===== src/rtl/srq_status_defs.vh =====
// constants for the status reporting and message framing block
`ifndef SRQ_STATUS_DEFS_VH
`define SRQ_STATUS_DEFS_VH
// status byte bit positions
`define STB_FAULT_BIT 7
`define STB_SUMMARY_BIT 6
`define STB_EVENT_SUM_BIT 5
`define STB_MSG_AVAIL_BIT 4
`define STB_DEVICE_SUM_BIT 3
`define STB_USED_MASK 8'hb8
// standard event register bit positions
`define SER_POWER_UP_BIT 7
`define SER_CMD_FAULT_BIT 5
`define SER_EXEC_FAULT_BIT 4
`define SER_DEV_FAULT_BIT 3
`define SER_QUERY_FAULT_BIT 2
`define SER_OP_DONE_BIT 0
`define SER_USED_MASK 8'hbd
// reset values
`define SRQ_MASK_RESET 8'h00
`define SER_MASK_RESET 8'h00
`define SER_RESET 8'h80
// characters
`define CHR_LF 8'h0a
`define CHR_CR 8'h0d
`define CHR_SPACE 8'h20
`define CHR_COMMA 8'h2c
`define CHR_SEMI 8'h3b
`define CHR_QUERY 8'h3f
// response terminator select codes
`define TERM_LF 2'h0
`define TERM_CRLF 2'h1
`define TERM_EOI 2'h2
// response data formats
`define FMT_INTEGER 2'h0
`define FMT_FIXED 2'h1
`define FMT_FLOAT 2'h2
`define FMT_ASCII 2'h3
`endif


===== src/rtl/status_reporting_srq.v =====
// status byte, service request, standard event register and message framing
// How it works
// trailing question mark marks a query
// accept LF, CR+LF, EOI combinations as end
// response ends LF, CR+LF or EOI; LF default
// query checked then response requested
// semicolon splits message units
// space 20h separates header from data
// commas separate data items
// each command fixes its response format
// status byte masked; any enabled sets bit 6
// serial link never sets message available
// status byte is 8 bits, serial poll
// enabled 0 to 1 sets summary, request
// poll reads and clears request bit
// summary bit held until cause cleared
// status byte bit layout fixed
// masked event register sets status bit 5
// clear events on clear, fault query, power
// power-up flag set at power-on
// command fault bit 5, skip to terminator
// execution fault sets bit 4
// internal anomaly sets bit 3
// queue fault sets bit 2, flushes queue
// operation done flag after prior messages
// clear command clears all status
// serial link ignored until remote request
// unused bits read zero
`timescale 1ns/1ns
`include "srq_status_defs.vh"
module status_reporting_srq (
  // clock and reset
  input wire i_core_clk,
  input wire i_rst_b,
  // incoming message bytes from the link receiver
  input wire i_rx_valid,
  input wire [7:0] i_rx_data,
  input wire i_rx_eoi,
  // link selection and remote request
  input wire i_serial_link,
  input wire i_remote_request,
  // command parser results
  input wire i_hdr_error,
  input wire i_param_count_error,
  input wire i_param_format_error,
  input wire i_unsupported_cmd,
  input wire i_exec_fault,
  input wire i_device_fault,
  input wire [1:0] i_cmd_format,
  input wire i_cmd_done,
  // status commands
  input wire i_clear_status,
  input wire i_fault_query,
  input wire i_op_done_cmd,
  input wire i_pending_empty,
  input wire i_srq_mask_wr,
  input wire i_event_mask_wr,
  input wire [7:0] i_mask_data,
  input wire i_term_select_wr,
  input wire [1:0] i_term_select,
  input wire i_serial_poll,
  input wire i_event_flags_rd,
  // output queue events
  input wire i_queue_not_empty,
  input wire i_empty_read,
  input wire i_queue_overflow,
  input wire i_queue_lost,
  // pin-level conditions, asynchronous
  input wire i_fatal_fault_pin,
  input wire i_device_event_pin,
  // status outputs
  output reg [7:0] o_status_summary_byte,
  output reg [7:0] o_poll_byte,
  output reg [7:0] o_standard_event_flags,
  output reg [7:0] o_service_request_mask,
  output reg [7:0] o_standard_event_mask,
  output reg o_service_request,
  output reg o_queue_flush,
  // framing outputs
  output reg o_unit_end,
  output reg o_msg_end,
  output reg o_is_query,
  output reg o_response_req,
  output reg o_header_end,
  output reg o_item_end,
  output reg o_data_valid,
  output reg [7:0] o_data,
  output reg o_discarding,
  output reg o_remote,
  output reg [1:0] o_term_select,
  output reg [1:0] o_resp_format
);

  // framing states
  localparam ST_HEADER = 2'h0;
  localparam ST_DATA = 2'h1;
  localparam ST_SKIP = 2'h2;

  reg [1:0] fatal_sync;
  reg [1:0] device_sync;
  reg [1:0] state;
  reg [1:0] next_state;
  reg pending_cr;
  reg last_query;
  reg op_done_wait;
  reg prev_enabled_any;
  reg [7:0] event_flags;
  reg [7:0] srq_mask;
  reg [7:0] event_mask;
  reg request_service;

  reg [7:0] status_raw;
  reg [7:0] event_set;

  wire rx_ok;
  wire cmd_fault;
  wire enabled_any;
  wire event_clear;
  wire is_term;
  wire unit_query;
  wire device_only;
  wire query_fault;
  wire op_done_now;

  // a byte ends the message on lf, or whenever eoi rides on it
  function ends_message;
    input [7:0] b;
    input eoi;
    begin
      ends_message = (b == `CHR_LF) | eoi;
    end
  endfunction

  // content byte, as opposed to a cr or lf delimiter
  function is_payload;
    input [7:0] b;
    begin
      is_payload = (b != `CHR_LF) && (b != `CHR_CR);
    end
  endfunction

  // two flip-flops before any logic sees the pins
  always @(posedge i_core_clk or negedge i_rst_b) begin
    if (!i_rst_b) begin
      fatal_sync <= 2'h0;
      device_sync <= 2'h0;
    end else begin
      fatal_sync <= {fatal_sync[0], i_fatal_fault_pin};
      device_sync <= {device_sync[0], i_device_event_pin};
    end
  end

  // serial link stays dead until the remote request arrives
  assign rx_ok = i_rx_valid & (~i_serial_link | o_remote);
  // bare cr is held back: it may start cr+lf
  assign is_term = ends_message(i_rx_data, i_rx_eoi);
  // eoi may ride on the last content byte, which then decides the query test
  assign unit_query = (i_rx_eoi & is_payload(i_rx_data) & (state != ST_SKIP)) ?
                      (i_rx_data == `CHR_QUERY) : last_query;
  assign cmd_fault = i_hdr_error | i_param_count_error | i_param_format_error | i_unsupported_cmd;

  always @* begin
    next_state = state;
    if (rx_ok) begin
      if (is_term) begin
        next_state = ST_HEADER;
      end else if (state == ST_SKIP) begin
        next_state = ST_SKIP;
      end else if (i_rx_data == `CHR_SEMI) begin
        next_state = ST_HEADER;
      end else if (state == ST_HEADER && i_rx_data == `CHR_SPACE) begin
        next_state = ST_DATA;
      end
    end
    if (cmd_fault) begin
      next_state = ST_SKIP;
    end
  end

  always @(posedge i_core_clk or negedge i_rst_b) begin
    if (!i_rst_b) begin
      state <= ST_HEADER;
      pending_cr <= 1'b0;
      last_query <= 1'b0;
      o_unit_end <= 1'b0;
      o_msg_end <= 1'b0;
      o_is_query <= 1'b0;
      o_response_req <= 1'b0;
      o_header_end <= 1'b0;
      o_item_end <= 1'b0;
      o_data_valid <= 1'b0;
      o_data <= 8'h00;
      o_discarding <= 1'b0;
      o_remote <= 1'b0;
    end else begin
      state <= next_state;
      o_discarding <= (next_state == ST_SKIP);
      o_unit_end <= 1'b0;
      o_msg_end <= 1'b0;
      o_response_req <= 1'b0;
      o_header_end <= 1'b0;
      o_item_end <= 1'b0;
      o_data_valid <= 1'b0;
      if (i_serial_link & i_remote_request) begin
        o_remote <= 1'b1;
      end
      if (rx_ok) begin
        if (is_term || i_rx_data == `CHR_CR) begin
          pending_cr <= (i_rx_data == `CHR_CR) & ~i_rx_eoi;
        end else begin
          pending_cr <= 1'b0;
        end
        if (is_term || (i_rx_data == `CHR_SEMI && state != ST_SKIP)) begin
          o_unit_end <= 1'b1;
          o_msg_end <= is_term;
          o_is_query <= unit_query;
          // syntax was clean, so a query earns a response
          o_response_req <= unit_query & (state != ST_SKIP) & ~cmd_fault;
          last_query <= 1'b0;
        end else if (i_rx_data == `CHR_CR) begin
          last_query <= last_query;
        end else if (state != ST_SKIP) begin
          last_query <= (i_rx_data == `CHR_QUERY);
          if (state == ST_HEADER && i_rx_data == `CHR_SPACE) begin
            o_header_end <= 1'b1;
          end else if (state == ST_DATA && i_rx_data == `CHR_COMMA) begin
            o_item_end <= 1'b1;
          end else begin
            o_data_valid <= 1'b1;
            o_data <= i_rx_data;
          end
        end
      end else if (pending_cr & i_serial_link) begin
        // a cr with no lf behind it is dropped; it ends nothing
        pending_cr <= 1'b0;
      end
    end
  end

  // status byte assembled bit by bit; unused bits stay low
  always @* begin
    status_raw = 8'h00;
    status_raw[`STB_FAULT_BIT] = fatal_sync[1];
    status_raw[`STB_EVENT_SUM_BIT] = |(event_flags & event_mask);
    // the serial link has no message-available indication
    status_raw[`STB_MSG_AVAIL_BIT] = i_queue_not_empty & ~i_serial_link;
    status_raw[`STB_DEVICE_SUM_BIT] = device_sync[1];
    status_raw = status_raw & `STB_USED_MASK;
  end

  assign enabled_any = |(status_raw & srq_mask);
  assign event_clear = i_clear_status | i_fault_query;

  // device fault only counts when no command or execution fault claims the cycle
  assign device_only = i_device_fault & ~cmd_fault & ~i_exec_fault;
  // an empty read is a fault only on the instrument bus
  assign query_fault = (i_empty_read & ~i_serial_link) | i_queue_overflow | i_queue_lost;
  // done waits for earlier messages and a quiet receiver
  assign op_done_now = op_done_wait & i_pending_empty & ~i_rx_valid;

  // hardware events into the standard event register
  always @* begin
    event_set = 8'h00;
    event_set[`SER_CMD_FAULT_BIT] = cmd_fault;
    event_set[`SER_EXEC_FAULT_BIT] = i_exec_fault;
    event_set[`SER_DEV_FAULT_BIT] = device_only;
    event_set[`SER_QUERY_FAULT_BIT] = query_fault;
    event_set[`SER_OP_DONE_BIT] = op_done_now;
  end

  // event register; reading it does not clear it, only clear or fault query
  always @(posedge i_core_clk or negedge i_rst_b) begin
    if (!i_rst_b) begin
      event_flags <= `SER_RESET;
      o_queue_flush <= 1'b0;
    end else begin
      // set wins over a clear in the same cycle, so no event is lost
      event_flags <= ((event_clear ? 8'h00 : event_flags) | event_set) & `SER_USED_MASK;
      o_queue_flush <= query_fault;
    end
  end

  // operation done is armed by its command and fires once
  always @(posedge i_core_clk or negedge i_rst_b) begin
    if (!i_rst_b) begin
      op_done_wait <= 1'b0;
    end else if (i_op_done_cmd) begin
      op_done_wait <= 1'b1;
    end else if (op_done_now) begin
      op_done_wait <= 1'b0;
    end
  end

  // mask registers; unused status byte bits cannot be enabled
  always @(posedge i_core_clk or negedge i_rst_b) begin
    if (!i_rst_b) begin
      srq_mask <= `SRQ_MASK_RESET;
      event_mask <= `SER_MASK_RESET;
    end else begin
      if (i_srq_mask_wr) begin
        srq_mask <= i_mask_data & `STB_USED_MASK;
      end
      if (i_event_mask_wr) begin
        event_mask <= i_mask_data;
      end
    end
  end

  // response terminator and format; terminator code 3 is refused, old setting kept
  always @(posedge i_core_clk or negedge i_rst_b) begin
    if (!i_rst_b) begin
      o_term_select <= `TERM_LF;
      o_resp_format <= `FMT_INTEGER;
    end else begin
      if (i_term_select_wr && i_term_select != 2'h3) begin
        o_term_select <= i_term_select;
      end
      if (i_cmd_done) begin
        o_resp_format <= i_cmd_format;
      end
    end
  end

  // a rise of the enabled summary from none set to any set raises the request; poll clears it
  // the rise wins, so a request is never lost to a poll in the same cycle
  always @(posedge i_core_clk or negedge i_rst_b) begin
    if (!i_rst_b) begin
      request_service <= 1'b0;
      prev_enabled_any <= 1'b0;
    end else begin
      prev_enabled_any <= enabled_any;
      if (enabled_any & ~prev_enabled_any) begin
        request_service <= 1'b1;
      end else if (i_serial_poll | i_clear_status) begin
        request_service <= 1'b0;
      end
    end
  end

  // registered views of the status state
  always @(posedge i_core_clk or negedge i_rst_b) begin
    if (!i_rst_b) begin
      o_status_summary_byte <= 8'h00;
      o_poll_byte <= 8'h00;
      o_standard_event_flags <= `SER_RESET;
      o_service_request_mask <= `SRQ_MASK_RESET;
      o_standard_event_mask <= `SER_MASK_RESET;
      o_service_request <= 1'b0;
    end else begin
      // summary bit follows cause, no latch
      o_status_summary_byte <= status_raw | {1'b0, enabled_any, 6'h00};
      o_poll_byte <= status_raw | {1'b0, request_service, 6'h00};
      o_standard_event_flags <= event_flags;
      o_service_request_mask <= srq_mask;
      o_standard_event_mask <= event_mask;
      o_service_request <= request_service;
    end
  end

endmodule


===== config.mk =====
export PLATFORM = sky130hd
export DESIGN_NAME = status_reporting_srq
export DESIGN_NICKNAME = d
export VERILOG_FILES = /design/src/rtl/status_reporting_srq.v
export VERILOG_INCLUDE_DIRS = /design/src /design/src/rtl
export SDC_FILE = /design/constraint.sdc
export NUM_CORES = 1
export LEC_CHECK = 0
export BUFFER_PORTS_ARGS = -buffer_cell sky130_fd_sc_hd__buf_2
export CAP_MARGIN = 20
export CORE_MARGIN = 3
export CORE_UTILIZATION = 44
export DETAILED_ROUTE_END_ITERATION = 6
export PLACE_DENSITY_LB_ADDON = 0.15
export SLEW_MARGIN = 40
export SYNTH_ARGS = -nofsm -noshare
export SYNTH_HDL_FRONTEND = slang
export SYNTH_SLANG_ARGS = --single-unit

===== constraint.sdc =====
create_clock -name i_core_clk -period 1.8 [get_ports i_core_clk]
set_input_delay 0.18 -clock i_core_clk [delete_from_list [all_inputs] [get_ports i_core_clk]]
set_output_delay 0.18 -clock i_core_clk [all_outputs]
set_load 0.05 [all_outputs]

==> flow_summary.yaml <==
setup_path:
  path_class: "register to register"
  worstPathArrival_ns: 2.08
  critPathLaunchType: "register"
  cp_cell_sequence: "nor2b_4 > or4bb_1 > a21oi_4 > or4_4 > mux2_4"
  slowest_stage: "or4bb_1"
  cp_max_fo: 7
  critPathRequiredTime_ns: 2.02
  endpoint_kind: "register"
  critPathMaxStageDelay_ns: 0.52
power:
  p_int_mw: 2.65
  p_switching_mw: 1.15
  ir_worst_vdd_mv: 0.445
  powerDensity_mw_per_mm2: 994
  swShare_pct: 30.3
  leakage_nw: 1.89
  p_clk_share_pct: 32.5
  p_seq_share_pct: 47.7
  pwr-share-comb_pct: 19.8
global_route:
  grt_use_total_pct: 16.6
  grt_overflow: 0
  antenna_found_initial: 0
  grt_pass1_vias: 2005
  grt_pass1_wl_um: 9690
  grt_max_degree: 34
clock_tree:
  numCtsBuffers: 9
  cts-root-buf: "clkbuf_8"
  htree_levels: 3
  clockBufferDepth: 2
  cts.reportedPaths.clkPinSlew_ns: 0.07
  worstSkewPairLatency_ns: 0.33
  cts_tree: "done"
  clock-sinks: 73
sta:
  maxSlewHeadroom_pct: 62.5
  holdWs_ns: 0.0372
  grt_setup_unrepaired: "true"
  drv_slew: 0
  period_share_pct: 104
  finalCriticalPeriod_ns: 1.86
  setup-violations-final: 7
  finClkSkew_ns: 0.00477
  hold_violations: 0
  fmax_ghz: 0.536
  tightest_slew_ns: 0.555
  setup_ws_ns: -0.0643
  setup_tns_ns: -0.356
finish:
  area_growth_pct: 30.3
  n_fill_cell: 555
  multi_input_area_um2: 946
  insertedDiodeCount: 0
  layout.cells.non_filler: 433
  seq_area_mm2: 0.00183
  drive_gt1_share_pct: 48.0
  finalNetCount: 399
logic_synthesis:
  syn_inst: 227
  ys.flop_type: "dfrtp_1"
  post-synth-top-count-cell: "dfrtp_1"
  synthArstFlopShare_pct: 100
  yosys_warnings: 0
  syn_area_per_cell_um2: 12.9
  yosysTopAreaCellShare_pct: 60.5
  synth_area_leaders: "dfrtp_1 (61%), mux2_2 (5.4%), buf_4 (4.9%), mux2_4 (3.1%), nand2_1 (1.9%)"
  ys_seq_elements: 73
  synth-edff-count: 0
  ys_types: 51
  syn-cell-area_mm2: 0.00294
  synth_common_cells: "dfrtp_1 (71), buf_4 (19), nand2_1 (15)"
  synth-seq-area-share_pct: 62.3
  yosys.area.top_type: "dfrtp_1"
floorplan:
  start_util_pct: 45.7
  core_area_mm2: 0.00642
  io_pins: 111
  die_area_mm2: 0.00769
  rows: 29
  die-height_um: 87.7
  fp.dieW_um: 87.7
routing:
  wirelength_um: 6110
  vias_per_cell: 4.87
  drc: 0
  wl_per_cell_um: 14.1
  ant_nets: 0
  drt_iter0_drc: 49
  vias: 2108
  drt_pass1_iterations: 4
placement:
  place.gp.congestion: 0.846
  hpwlAfterDp_um: 4690
  dp_slack_ns: -0.121
  place_inst: 411
  port_buffers: 97
status:
  run_status: "finished, violations left"
  violations: "setup timing"
job:
  maxCapViolations: 0
worst_hold_path:
  min_path_type: "input pin to register"
==> sequential cells by signal, indices dropped and copies added, names as in the netlist, 4 cells and up <==
register and count:
event_mask 8, o_data 8, o_standard_event_mask 8, event_flags 6, o_standard_event_flags 6, o_poll_byte 4, o_service_request_mask 4, srq_mask 4
==> area by class of cell <==
class,instances,share of cell area [%]
Tap cell,77,2.52
Clock inverter,3,1.11
Inverter,10,0.981
Clock buffer,13,3.89
Multi-Input combinational cell,130,24.7
Sequential cell,73,47.8
Timing Repair Buffer,127,18.9
==> cell families after synthesis <==
group | after synthesis | share of synthesized area (%)
simple gates | 63 | 11.9
buf+inv | 35 | 7.54
flops | 73 | 62.3
mux | 20 | 8.44
compound gates | 35 | 9.67
other cells | 1 | 0.128
==> repair_timing <==
action / CTS / global route
buffers inserted: 1 / 2
setup endpoints to repair: 7 / 11
pin swaps: 1 / 2
resized for setup: 1 / 3
endpoints found under the hold margin: 32 / 0
hold buffers: 3 / 0
==> power by group through the flow <==
stage | Combinational [mW] | Sequential [mW] | Clock [mW]
3_5_place_dp | 0.753 | 1.85 | 0
4_1_cts | 0.759 | 1.82 | 1.27
5_1_grt | 0.801 | 1.83 | 1.35
3_3_place_gp | 0.746 | 1.85 | 0
6_report | 0.753 | 1.82 | 1.23
2_1_floorplan | 0.281 | 2.11 | 0
==> layer usage <==
| layer | GRT usage, % | routed length [um] | vias to the layer above |
|---|---|---|---|
| met2 | 27.3 | 3140 | 69 |
| li1 | - | - | 1013 |
| met1 | 20.9 | 2540 | 1020 |
| met5 | 0 | 0 | - |
| met4 | 6.28 | 72 | 0 |
| met3 | 4.61 | 361 | 6 |
==> final timing paths <==
check | startpoint | endpoint | slack (ns) | cells after the start
worst max-delay path | state[1]$_DFF_PN0_ | o_data[6]$_DFFE_PN0P_ | -0.06 | 5
worst min-delay path | i_op_done_cmd | op_done_wait$_DFFE_PN0P_ | 0.04 | 2
worst max register to register | state[1]$_DFF_PN0_ | o_data[6]$_DFFE_PN0P_ | -0.06 | 5
worst min register to register | device_sync[0]$_DFF_PN0_ | device_sync[1]$_DFF_PN0_ | 0.35 | 0
max in group asynchronous | i_rst_b | o_standard_event_flags[7]$_DFF_PN1_ | 0.81 | 3
min in group asynchronous | i_rst_b | o_service_request_mask[4]$_DFF_PN0_ | 0.32 | 2
==> cells in the final DEF, fill, tap and decap left out, types with 2 or more instances in the layout <==
cell type and n:
nor3_1 3, a32o_1 3, a22o_1 2, dfstp_2 2, a21o_1 2, nor2b_1 4
dlygate4sd3_1 3, a221o_1 2, nor4_1 3, mux2_2 14, nor2_1 11, or4_4 2
conb_1 12, a22oi_1 3, o211ai_1 2, and3_1 2, o41ai_1 2, o21ai_0 7
dfrtp_1 70, inv_1 10, nand2b_1 2, clkbuf_1 3, or4_1 2, or2_4 2
nand3_1 5, nand3b_1 2, buf_2 96, nand2_1 15, clkbuf_8 10, buf_4 27
mux2_4 6, a211o_1 2
==> critical path: cells and delay by family (launching register included) <==
| kind | cells | cell delay, ns |
|---|---|---|
| simple gates | 3 | 0.88 |
| flops | 1 | 0.41 |
| mux | 1 | 0.31 |
| compound gates | 1 | 0.15 |
==> through the flow <==
step / area [um^2] / util (%) / power, mW
6_report: 3830 / 59.6 / 3.80
4_1_cts: 3800 / 59.1 / 3.85
5_1_grt: 3830 / 59.6 / 3.98
3_5_place_dp: 3560 / 55.5 / 2.60
3_3_place_gp: 3560 / 55.5 / 2.59
2_1_floorplan: 2980 / - / 2.39
No activity file was read; power rests on OpenSTA's default activity.
